### src/core/dram_ctrl_pkg.sv
// package: timing constants, states and carriers for the strobe controller
`default_nettype none
package dram_ctrl_pkg;

    localparam int CLK_PERIOD_NS = 40;
    // minimum times in ns (fastest grade), except the refresh interval, which is a maximum
    localparam int ROW_HOLD_NS = 20;
    localparam int ROW_TO_COL_NS = 25;
    localparam int ROW_ACCESS_NS = 120;
    localparam int COL_ACCESS_NS = 60;
    localparam int RAS_WIDTH_NS = 120;
    localparam int RAS_PRECHARGE_NS = 100;
    localparam int RANDOM_CYCLE_NS = 230;
    localparam int RW_CYCLE_NS = 255;
    localparam int COL_TO_WRITE_NS = 40;
    localparam int ROW_TO_WRITE_NS = 100;
    localparam int WRITE_PULSE_NS = 40;
    localparam int WRITE_HOLD_ROW_NS = 100;
    localparam int COL_ADDR_HOLD_ROW_NS = 80;
    localparam int OFF_DELAY_NS = 35;
    localparam int POWERUP_NS = 100000;
    localparam int REFRESH_INTERVAL_NS = 2000000;
    localparam int INIT_RAS_CYCLES = 8;
    localparam int REFRESH_ROWS = 128;

    // cycle counts: minimums round up
    localparam int ROW_HOLD_CYC = (ROW_HOLD_NS + CLK_PERIOD_NS - 1) / CLK_PERIOD_NS;
    localparam int ROW_ACCESS_CYC = (ROW_ACCESS_NS + CLK_PERIOD_NS - 1) / CLK_PERIOD_NS;
    localparam int COL_ACCESS_CYC = (COL_ACCESS_NS + CLK_PERIOD_NS - 1) / CLK_PERIOD_NS;
    localparam int RAS_WIDTH_CYC = (RAS_WIDTH_NS + CLK_PERIOD_NS - 1) / CLK_PERIOD_NS;
    localparam int RAS_PRECHARGE_CYC = (RAS_PRECHARGE_NS + CLK_PERIOD_NS - 1) / CLK_PERIOD_NS;
    localparam int RANDOM_CYCLE_CYC = (RANDOM_CYCLE_NS + CLK_PERIOD_NS - 1) / CLK_PERIOD_NS;
    localparam int RW_CYCLE_CYC = (RW_CYCLE_NS + CLK_PERIOD_NS - 1) / CLK_PERIOD_NS;
    localparam int COL_TO_WRITE_CYC = (COL_TO_WRITE_NS + CLK_PERIOD_NS - 1) / CLK_PERIOD_NS;
    localparam int WRITE_PULSE_CYC = (WRITE_PULSE_NS + CLK_PERIOD_NS - 1) / CLK_PERIOD_NS;
    localparam int OFF_DELAY_CYC = (OFF_DELAY_NS + CLK_PERIOD_NS - 1) / CLK_PERIOD_NS;
    localparam int POWERUP_CYC = (POWERUP_NS + CLK_PERIOD_NS - 1) / CLK_PERIOD_NS;
    // longest interval rounds down
    localparam int REFRESH_CYC = REFRESH_INTERVAL_NS / CLK_PERIOD_NS / REFRESH_ROWS;

    localparam int ADDR_W = 16;
    localparam int MUX_W = 8;
    localparam int CNT_W = 16;
    localparam int RAS_MIN_TOTAL =
        (RAS_WIDTH_CYC + RAS_PRECHARGE_CYC > RANDOM_CYCLE_CYC) ?
        RAS_WIDTH_CYC + RAS_PRECHARGE_CYC : RANDOM_CYCLE_CYC;

    typedef enum logic [8:0] {
        ST_POWERUP = 9'h001,
        ST_INIT = 9'h002,
        ST_IDLE = 9'h004,
        ST_ROW = 9'h008,
        ST_COL = 9'h010,
        ST_ACCESS = 9'h020,
        ST_RMW_WE = 9'h040,
        ST_REFRESH = 9'h080,
        ST_PRECHARGE = 9'h100
    } ctrl_state_e;

    // user request carrier
    typedef struct packed {
        logic valid;
        logic write;
        logic rmw;
        logic [ADDR_W-1:0] addr;
        logic wdata;
    } mem_req_s;

    // memory pins driven by the controller
    typedef struct packed {
        logic row_strobe_n;
        logic col_strobe_n;
        logic write_select_n;
        logic [MUX_W-1:0] mux_address_lines;
        logic data_in;
    } mem_pins_s;

endpackage
`default_nettype wire

### src/core/dram_strobe_ctrl.sv
// module: strobe-sequencing controller for a 64k x 1 multiplexed dram
`timescale 1ns/1ps
`default_nettype none

module dram_strobe_ctrl #(
    parameter int POWERUP_CYCLES = dram_ctrl_pkg::POWERUP_CYC,
    parameter int REFRESH_CYCLES = dram_ctrl_pkg::REFRESH_CYC
) (
    input wire logic clock,
    input wire logic rst_n,
    input wire dram_ctrl_pkg::mem_req_s req,
    output logic req_ready,
    output logic rsp_valid,
    output logic rsp_data,
    output logic init_done,
    output dram_ctrl_pkg::mem_pins_s pins,
    input wire logic data_out
);

    // ************************************************************
    // state
    // ************************************************************
    typedef struct packed {
        dram_ctrl_pkg::ctrl_state_e state;
        logic [dram_ctrl_pkg::CNT_W-1:0] phase;
        logic [dram_ctrl_pkg::CNT_W-1:0] wait_cnt;
        logic [dram_ctrl_pkg::CNT_W-1:0] refresh_cnt;
        logic refresh_due;
        logic [3:0] init_cnt;
        logic [6:0] refresh_row;
        logic [dram_ctrl_pkg::ADDR_W-1:0] addr;
        logic write;
        logic rmw;
        logic wdata;
        logic ready;
        logic rsp_valid;
        logic rsp_data;
        logic init_done;
        dram_ctrl_pkg::mem_pins_s pins;
        logic [2:0] dq_sync;
    } ctrl_s;

    localparam logic [dram_ctrl_pkg::CNT_W-1:0] ONE = 16'h0001;

    ctrl_s st_reg;
    ctrl_s st_next;

    // ************************************************************
    // sequencing
    // ************************************************************
    always_comb begin
        st_next = st_reg;
        st_next.rsp_valid = 1'b0;
        st_next.ready = 1'b0;
        st_next.phase = st_reg.phase + ONE;
        st_next.dq_sync = {st_reg.dq_sync[1:0], data_out};
        case (st_reg.state)
            dram_ctrl_pkg::ST_POWERUP: begin
                st_next.wait_cnt = st_reg.wait_cnt + ONE;
                if (st_reg.wait_cnt >= POWERUP_CYCLES[dram_ctrl_pkg::CNT_W-1:0]) begin
                    st_next.state = dram_ctrl_pkg::ST_INIT;
                    st_next.phase = '0;
                end
            end
            dram_ctrl_pkg::ST_INIT: begin
                // row-only warm-up cycles, column strobe held high
                st_next.pins.mux_address_lines = {1'b0, st_reg.refresh_row};
                st_next.pins.row_strobe_n =
                    !(st_reg.phase >= ONE && st_reg.phase < ONE + 16'(dram_ctrl_pkg::RAS_WIDTH_CYC));
                if (st_reg.phase >= 16'(dram_ctrl_pkg::RAS_MIN_TOTAL)) begin
                    st_next.phase = '0;
                    st_next.refresh_row = st_reg.refresh_row + 7'h01;
                    st_next.init_cnt = st_reg.init_cnt + 4'h1;
                    if (st_reg.init_cnt == 4'(dram_ctrl_pkg::INIT_RAS_CYCLES - 1)) begin
                        st_next.state = dram_ctrl_pkg::ST_IDLE;
                        st_next.init_done = 1'b1;
                        st_next.ready = 1'b1;
                    end
                end
            end
            dram_ctrl_pkg::ST_IDLE: begin
                st_next.ready = !st_reg.refresh_due && !(st_reg.ready && req.valid);
                st_next.phase = '0;
                // a request seen with ready high is taken; a due refresh waits for its precharge
                if (st_reg.ready && req.valid) begin
                    st_next.state = dram_ctrl_pkg::ST_ROW;
                    st_next.addr = req.addr;
                    st_next.write = req.write;
                    st_next.rmw = req.rmw;
                    st_next.wdata = req.wdata;
                    // row half set up a clock ahead of the strobe
                    st_next.pins.mux_address_lines = req.addr[15:8];
                    // early write: select low ahead of the column strobe
                    st_next.pins.write_select_n = !(req.write && !req.rmw);
                    st_next.pins.data_in = req.wdata;
                end else if (st_reg.refresh_due) begin
                    st_next.state = dram_ctrl_pkg::ST_REFRESH;
                    st_next.refresh_due = 1'b0;
                    st_next.ready = 1'b0;
                    st_next.pins.mux_address_lines = {1'b0, st_reg.refresh_row};
                end
            end
            dram_ctrl_pkg::ST_ROW: begin
                st_next.pins.row_strobe_n = 1'b0;
                st_next.state = dram_ctrl_pkg::ST_COL;
                st_next.phase = '0;
            end
            dram_ctrl_pkg::ST_COL: begin
                // after row hold, swap to column half then drop column strobe
                if (st_reg.phase == 16'(dram_ctrl_pkg::ROW_HOLD_CYC - 1)) begin
                    st_next.pins.mux_address_lines = st_reg.addr[7:0];
                end
                if (st_reg.phase == 16'(dram_ctrl_pkg::ROW_HOLD_CYC)) begin
                    st_next.pins.col_strobe_n = 1'b0;
                    st_next.state = dram_ctrl_pkg::ST_ACCESS;
                    st_next.phase = '0;
                end
            end
            dram_ctrl_pkg::ST_ACCESS: begin
                // hold strobes for row width and access time, plus sync delay
                if (st_reg.rmw && st_reg.phase == 16'(dram_ctrl_pkg::ROW_ACCESS_CYC)) begin
                    st_next.state = dram_ctrl_pkg::ST_RMW_WE;
                    st_next.phase = '0;
                end else if (!st_reg.rmw &&
                             st_reg.phase == 16'(dram_ctrl_pkg::ROW_ACCESS_CYC + 3)) begin
                    st_next.pins.row_strobe_n = 1'b1;
                    st_next.pins.col_strobe_n = 1'b1;
                    st_next.pins.write_select_n = 1'b1;
                    st_next.rsp_data = st_reg.dq_sync[2];
                    st_next.rsp_valid = 1'b1;
                    st_next.state = dram_ctrl_pkg::ST_PRECHARGE;
                    st_next.phase = '0;
                end
            end
            dram_ctrl_pkg::ST_RMW_WE: begin
                // late write select strobes the data, then the synchronised read is captured a cycle later
                if (st_reg.phase == 16'(dram_ctrl_pkg::ROW_ACCESS_CYC - 1)) begin
                    st_next.rsp_data = st_reg.dq_sync[2];
                end
                if (st_reg.phase == 16'(dram_ctrl_pkg::COL_TO_WRITE_CYC)) begin
                    st_next.pins.write_select_n = 1'b0;
                end
                if (st_reg.phase == 16'(dram_ctrl_pkg::COL_TO_WRITE_CYC
                                        + dram_ctrl_pkg::WRITE_PULSE_CYC + 1)) begin
                    st_next.pins.row_strobe_n = 1'b1;
                    st_next.pins.col_strobe_n = 1'b1;
                    st_next.pins.write_select_n = 1'b1;
                    st_next.rsp_valid = 1'b1;
                    st_next.state = dram_ctrl_pkg::ST_PRECHARGE;
                    st_next.phase = '0;
                end
            end
            dram_ctrl_pkg::ST_REFRESH: begin
                st_next.pins.row_strobe_n =
                    !(st_reg.phase < 16'(dram_ctrl_pkg::RAS_WIDTH_CYC));
                if (st_reg.phase == 16'(dram_ctrl_pkg::RAS_WIDTH_CYC)) begin
                    st_next.refresh_row = st_reg.refresh_row + 7'h01;
                    st_next.state = dram_ctrl_pkg::ST_PRECHARGE;
                    st_next.phase = '0;
                end
            end
            dram_ctrl_pkg::ST_PRECHARGE: begin
                // precharge long enough for random or read-write cycle spacing
                if (st_reg.phase >= 16'(dram_ctrl_pkg::RW_CYCLE_CYC
                                        - dram_ctrl_pkg::RAS_WIDTH_CYC)) begin
                    st_next.state = dram_ctrl_pkg::ST_IDLE;
                    st_next.ready = !st_reg.refresh_due;
                end
            end
            default: begin
                st_next.state = dram_ctrl_pkg::ST_POWERUP;
            end
        endcase
        // refresh timer after the states, so a new tick wins over a same-cycle clear
        if (st_reg.init_done && st_reg.refresh_cnt >= REFRESH_CYCLES[dram_ctrl_pkg::CNT_W-1:0] - ONE) begin
            st_next.refresh_cnt = '0;
            st_next.refresh_due = 1'b1;
        end else begin
            st_next.refresh_cnt = st_reg.refresh_cnt + ONE;
        end
    end

    // ************************************************************
    // register
    // ************************************************************
    always_ff @(posedge clock) begin
        if (!rst_n) begin
            st_reg <= '0;
            st_reg.state <= dram_ctrl_pkg::ST_POWERUP;
            st_reg.pins.row_strobe_n <= 1'b1;
            st_reg.pins.col_strobe_n <= 1'b1;
            st_reg.pins.write_select_n <= 1'b1;
        end else begin
            st_reg <= st_next;
        end
    end

    assign req_ready = st_reg.ready;
    assign rsp_valid = st_reg.rsp_valid;
    assign rsp_data = st_reg.rsp_data;
    assign init_done = st_reg.init_done;
    assign pins = st_reg.pins;

endmodule

`default_nettype wire

### config.mk
export PLATFORM = sky130hd
export DESIGN_NAME = dram_strobe_ctrl
export DESIGN_NICKNAME = d
export VERILOG_FILES = /design/src/core/dram_ctrl_pkg.sv /design/src/core/dram_strobe_ctrl.sv
export SDC_FILE = /design/constraint.sdc
export NUM_CORES = 1
export LEC_CHECK = 0
export ABC_AREA = 1
export BUFFER_PORTS_ARGS = -buffer_cell sky130_fd_sc_hd__buf_2
export CORE_MARGIN = 8
export CORE_UTILIZATION = 30
export CTS_BUF_LIST = sky130_fd_sc_hd__clkbuf_16
export CTS_CLUSTER_DIAMETER = 50
export DETAILED_ROUTE_END_ITERATION = 12
export GPL_TIMING_DRIVEN = 1
export PLACE_DENSITY = 0.47
export SETUP_SLACK_MARGIN = 0.3
export SLEW_MARGIN = 20
export SYNTH_ARGS = -nofsm -noshare
export SYNTH_HDL_FRONTEND = slang
export SYNTH_SLANG_ARGS = --single-unit
export TNS_END_PERCENT = 1
### constraint.sdc
create_clock -name clock -period 4.18 [get_ports clock]
set_input_delay 0.418 -clock clock [delete_from_list [all_inputs] [get_ports clock]]
set_output_delay 0.418 -clock clock [all_outputs]
set_load 0.01 [all_outputs]
**Word level (Yosys, flattened, before mapping)**

Index checks and enable logic that the tools add are counted.

- Register bits: 97
- Input bits: 23
- Output and inout bits: 16

- Add/subtract/negate cells: 5
- $lt $le $gt $ge: 7
- Eq/ne operators: 31
- Muxes and demuxes: 41
- Bitwise operators: 1
- Reduce and logical (&&, ||, !) cells: 36

Operators with widths:

| operator | number |
|---|---|
| $mux W25 | 6 |
| $pmux W16 S6 | 1 |
| $pmux W9 S8 | 1 |
| $add A16 B1 Y16 const B | 3 |
| $mux W9 | 4 |
| $eq A16 B2 Y1 const B | 2 |
| $ge A16 B3 Y1 const B | 2 |
| $mux W8 | 3 |
| $ne A2 B2 Y1 const B | 12 |
| $pmux W8 S3 | 1 |
| $eq A16 B1 Y1 const B | 1 |
| $eq A16 B3 Y1 const B | 1 |
| $ge A16 B1 Y1 const B | 1 |
| $ge A16 B12 Y1 const B | 1 |
| $ge A16 B9 Y1 const B | 1 |
| $logic_not A16 Y1 | 1 |
| $lt A16 B2 Y1 const B | 1 |
| $lt A16 B3 Y1 const B | 1 |
| $mux W7 | 2 |
| $pmux W7 S2 | 1 |
| $mux W1 | 12 |
| $reduce_and A5 Y1 | 2 |
| $eq A9 B1 Y1 const B | 1 |
| $eq A9 B2 Y1 const B | 1 |
| other kinds (28) | 59 |

**Depth between registers and ports, before layout**

- Depth in word-level cells: 6
- Gate-level depth with buffers: 12
- Depth with buffers taken out: 12

**Worst setup path after synthesis**

Ideal clock, no wire load.

- Path kind: register to register
- Start: reg st_reg[50] (netlist bit)
- End: reg st_reg[60] (netlist bit)
- Arrival: 1.440 ns
- Required time: 4.052 ns
- Path slack: 2.612 ns
- Cell stages (with the launch flop): 12
- Cells stage by stage: dfxtp_1 inv_1 ha_1 inv_1 o21ai_0 nand4_1 nand3_1 nand3_1 nand2_1 nand2_1 clkbuf_1 nor2_1

- Word-level cells in the longest chain between the ends: 3
- Elaborated cells between the ends (all ways): 4
- Those cells by class: 1 x add/sub; 1 x order compare; 2 x reduce/logical

Ends and longest elaborated chain:

| element | RTL line | RTL |
|---|---|---|
| from (decl) | dram_strobe_ctrl.sv:45 | `ctrl_s st_reg;` |
| from (signal assigned) | dram_strobe_ctrl.sv:194 | `st_reg <= st_next;` |
| $ge A16 B9 Y1 | dram_strobe_ctrl.sv:175 | `if (st_reg.init_done && st_reg.refresh_cnt >= REFRESH_CYCLES[dram_ctrl_pkg::CNT_W-1:0] - ONE) begin` |
| $logic_and A1 B1 Y1 | dram_strobe_ctrl.sv:175 |  |
| $reduce_or A2 Y1 (no source line) | - |  |

Several ways; a longest one is shown, not always the timed one.
A chain may end at the register's enable or synchronous reset.

**Final worst setup path**

- Start: reg st_reg[104] (netlist bit)
- End: reg st_reg[89] (netlist bit)

- Word-level cells in the longest chain between the ends: 3
- Elaborated cells between the ends (all ways): 11
- Those cells by class: 8 x eq/ne; 1 x mux; 2 x reduce/logical

Ends and longest elaborated chain:

| element | RTL line | RTL |
|---|---|---|
| $eq A9 B8 Y1 (tied with other cells) | dram_strobe_ctrl.sv:57 | `case (st_reg.state)` |
| $reduce_or A2 Y1 (no source line) | - |  |
| $pmux W16 S6 (*) | dram_strobe_ctrl.sv:57 |  |

Every way passes the cells marked *; elsewhere a longest branch is shown, timed or not.

==> run metrics <==
DR vias/cell 4.44; number of global-route vias before repair 4,315; critical path type register to register; GR peak layer met2; CTS buffer count 9; Clock Sinks 97; Final WS setup 2.11 ns; cts repair resizes 0; Synth Warn # 0; first-pass GRT wire length 21,300 um; Avg Cell Area, Syn 6.96 sq um; max reg flops 79; DR WL/cell 12.3 um; DRT Wirelength 12,300 um; io pins 39; H-Tree Depth 3; Starting Density 30.3%; CP Max Fanout 11; worst rel slew slack 50.0%; setup TNS 0 ns; FF+latch count, synth 97; HP Start data_out; post-route minimum period 2.07 ns; Final HPWL DP 9110 um; Reg2Reg Setup Slack 2.11 ns; worst slew pin tran 0.747 ns; fraction of layout cells with a size suffix above 1 14.1%; Die Wd 147 um; Clock Path Buffers 2; area grow syn2layout 11.4%; register area share after synthesis 37.5%; Final period util 49.5%; postcts setup bufs 0; largest area contributor in the netlist dfxtp_1; Final Util 33.7%; met1 Track Usage GR 15.1%; ANT cells 0; met3 usage in global routing 2.84%; GRT overflow 0; post-synth cell types 43; Routed Antenna Nets 0; Nets 802; Die ar. 21,700 sq um; Crit. End Element register; hold_buf cts 0; DR pass1 iterations 4; Reg clk slew, reported paths 0.07 ns; worst hold path endpoint st_next[1]; Worst Path Arrival 2.36 ns; Max Clk Rate 0.483 GHz; power per standard cell area 448 nW/um^2; pre-CTS setup slack 2.12 ns; Setup violations, final 0; Row Count 48; largest net degree at the start of global routing 32; Hold Slack 0.254 ns; Design Area, Final 5770 sq um; CTS Root Cell clkbuf_16; die height 147 um; Hold Crit Depth 3; worst skew pair latency 0.35 ns; Tot GR Track Use 12.0%; max-cap viol count 0; crit path launch type register; Worst R2R Start st_reg[104]; met2 Use GR 19.5%; synthesized area 5180 sq um; Core Footprint 17,100 sq um; commonest non-fill, non-tap cells in the layout 151 x nand2_1, 112 x nor2_1, 97 x dfxtp_1, 85 x inv_1, 65 x nand3_1; status completed; Max Clock Skew 0.00655 ns; Hold Fails Final Rpt 0; Worst R2R End st_reg[89]; Hold WC Path Type input port to register; post-synth top area share 37.5%; CTS tree built; initial antenna violation count 0; most common cell after layout, fill and taps aside nand2_1; Vias 4,434; cells after synthesis 744; Synth area leaders dfxtp_1 37%, nand2_1 11%, nor2_1 8.1%; unrepaired setup endpoints after global routing no; Register-to-Register Path Depth 9; WP data required 4.47 ns; Buffers on Ports 38; Post-DP Area 5500 sq um; DRC 0; Peak VDD IR 217 uV; DR iter-0 viols 169; Static Leak 0.00238 uW; Placer Congestion 0.806; synthesized net count 778; Slew Limit Fails 0
-- where the power goes --
part / internal [uW] / switching (uW)
Clock: 402 / 368
Combinational: 240 / 539
Sequential: 980 / 57.6
-- area by class of cell --
class                   count  area, sq um
multi-input cells         530         2730
fillers                  1898        11300
inverters                  90          340
flip-flops and latches     97         1940
clock inverters             7         46.3
well taps                 225          282
clock buffers               9          225
repair buffers             40          205
-- kinds of logic after synthesis --
kind of cell / Yosys count / synth area share [%]
xor+xnor: 20 / 3.38
simple gates: 408 / 37.1
compound gates: 91 / 9.57
flops: 97 / 37.5
buf+inv: 117 / 9.76
fa+ha+maj: 11 / 2.66
-- how the worst max path moves through the flow --
stage | from | end | cells after the start
after floorplan | st_reg[50] | st_reg[60] | 11
after global placement | st_reg[104] | st_reg[83] | 9
after detailed placement | st_reg[104] | st_reg[88] | 9
after CTS | st_reg[104] | st_reg[88] | 9
after global routing | st_reg[103] | st_reg[86] | 9
final | st_reg[104] | st_reg[89] | 9
-- stage by stage --
step / std cells / total power, uW
3_3_place_gp: 982 / 1860
3_5_place_dp: 982 / 1850
4_1_cts: 998 / 2630
6_report: 998 / 2590
2_1_floorplan: 744 / 1670
5_1_grt: 998 / 2780
-- critical path: stages (launching register included) --
cell     delay [ns]
dfxtp_1        0.36
nor2_4         0.15
nand3_2        0.14
nor2_1         0.60
nand3_1        0.20
nand2_1        0.13
nor2_2         0.05
nand3_4        0.16
nand2_8        0.11
nor2_2         0.09
-- synthesized netlist by cell type, drive strengths merged --
cell / n
and3: 2
o21ai: 38
a211oi: 1
clkbuf: 9
nor4: 3
a22o: 1
xnor2: 7
a21o: 1
o21bai: 1
nand4: 11
nand2: 157
xor2: 13
nor3b: 3
a21oi: 42
o211ai: 1
nor3: 20
nor2: 136
inv: 90
or2: 4
a21boi: 1
dfxtp: 97
a31oi: 1
ha: 11
nand3: 71
buf: 18
o21a: 3
nand3b: 1
a31o: 1
-- per-layer routing --
metal  share of wire, %  vias to the layer above
li1                   -                     2415
met1                 49                     1945
met2                 45                       63
met3                4.6                       11
met4                1.6                        0
met5                  0                        -
Power figures use the tool's default switching activity.
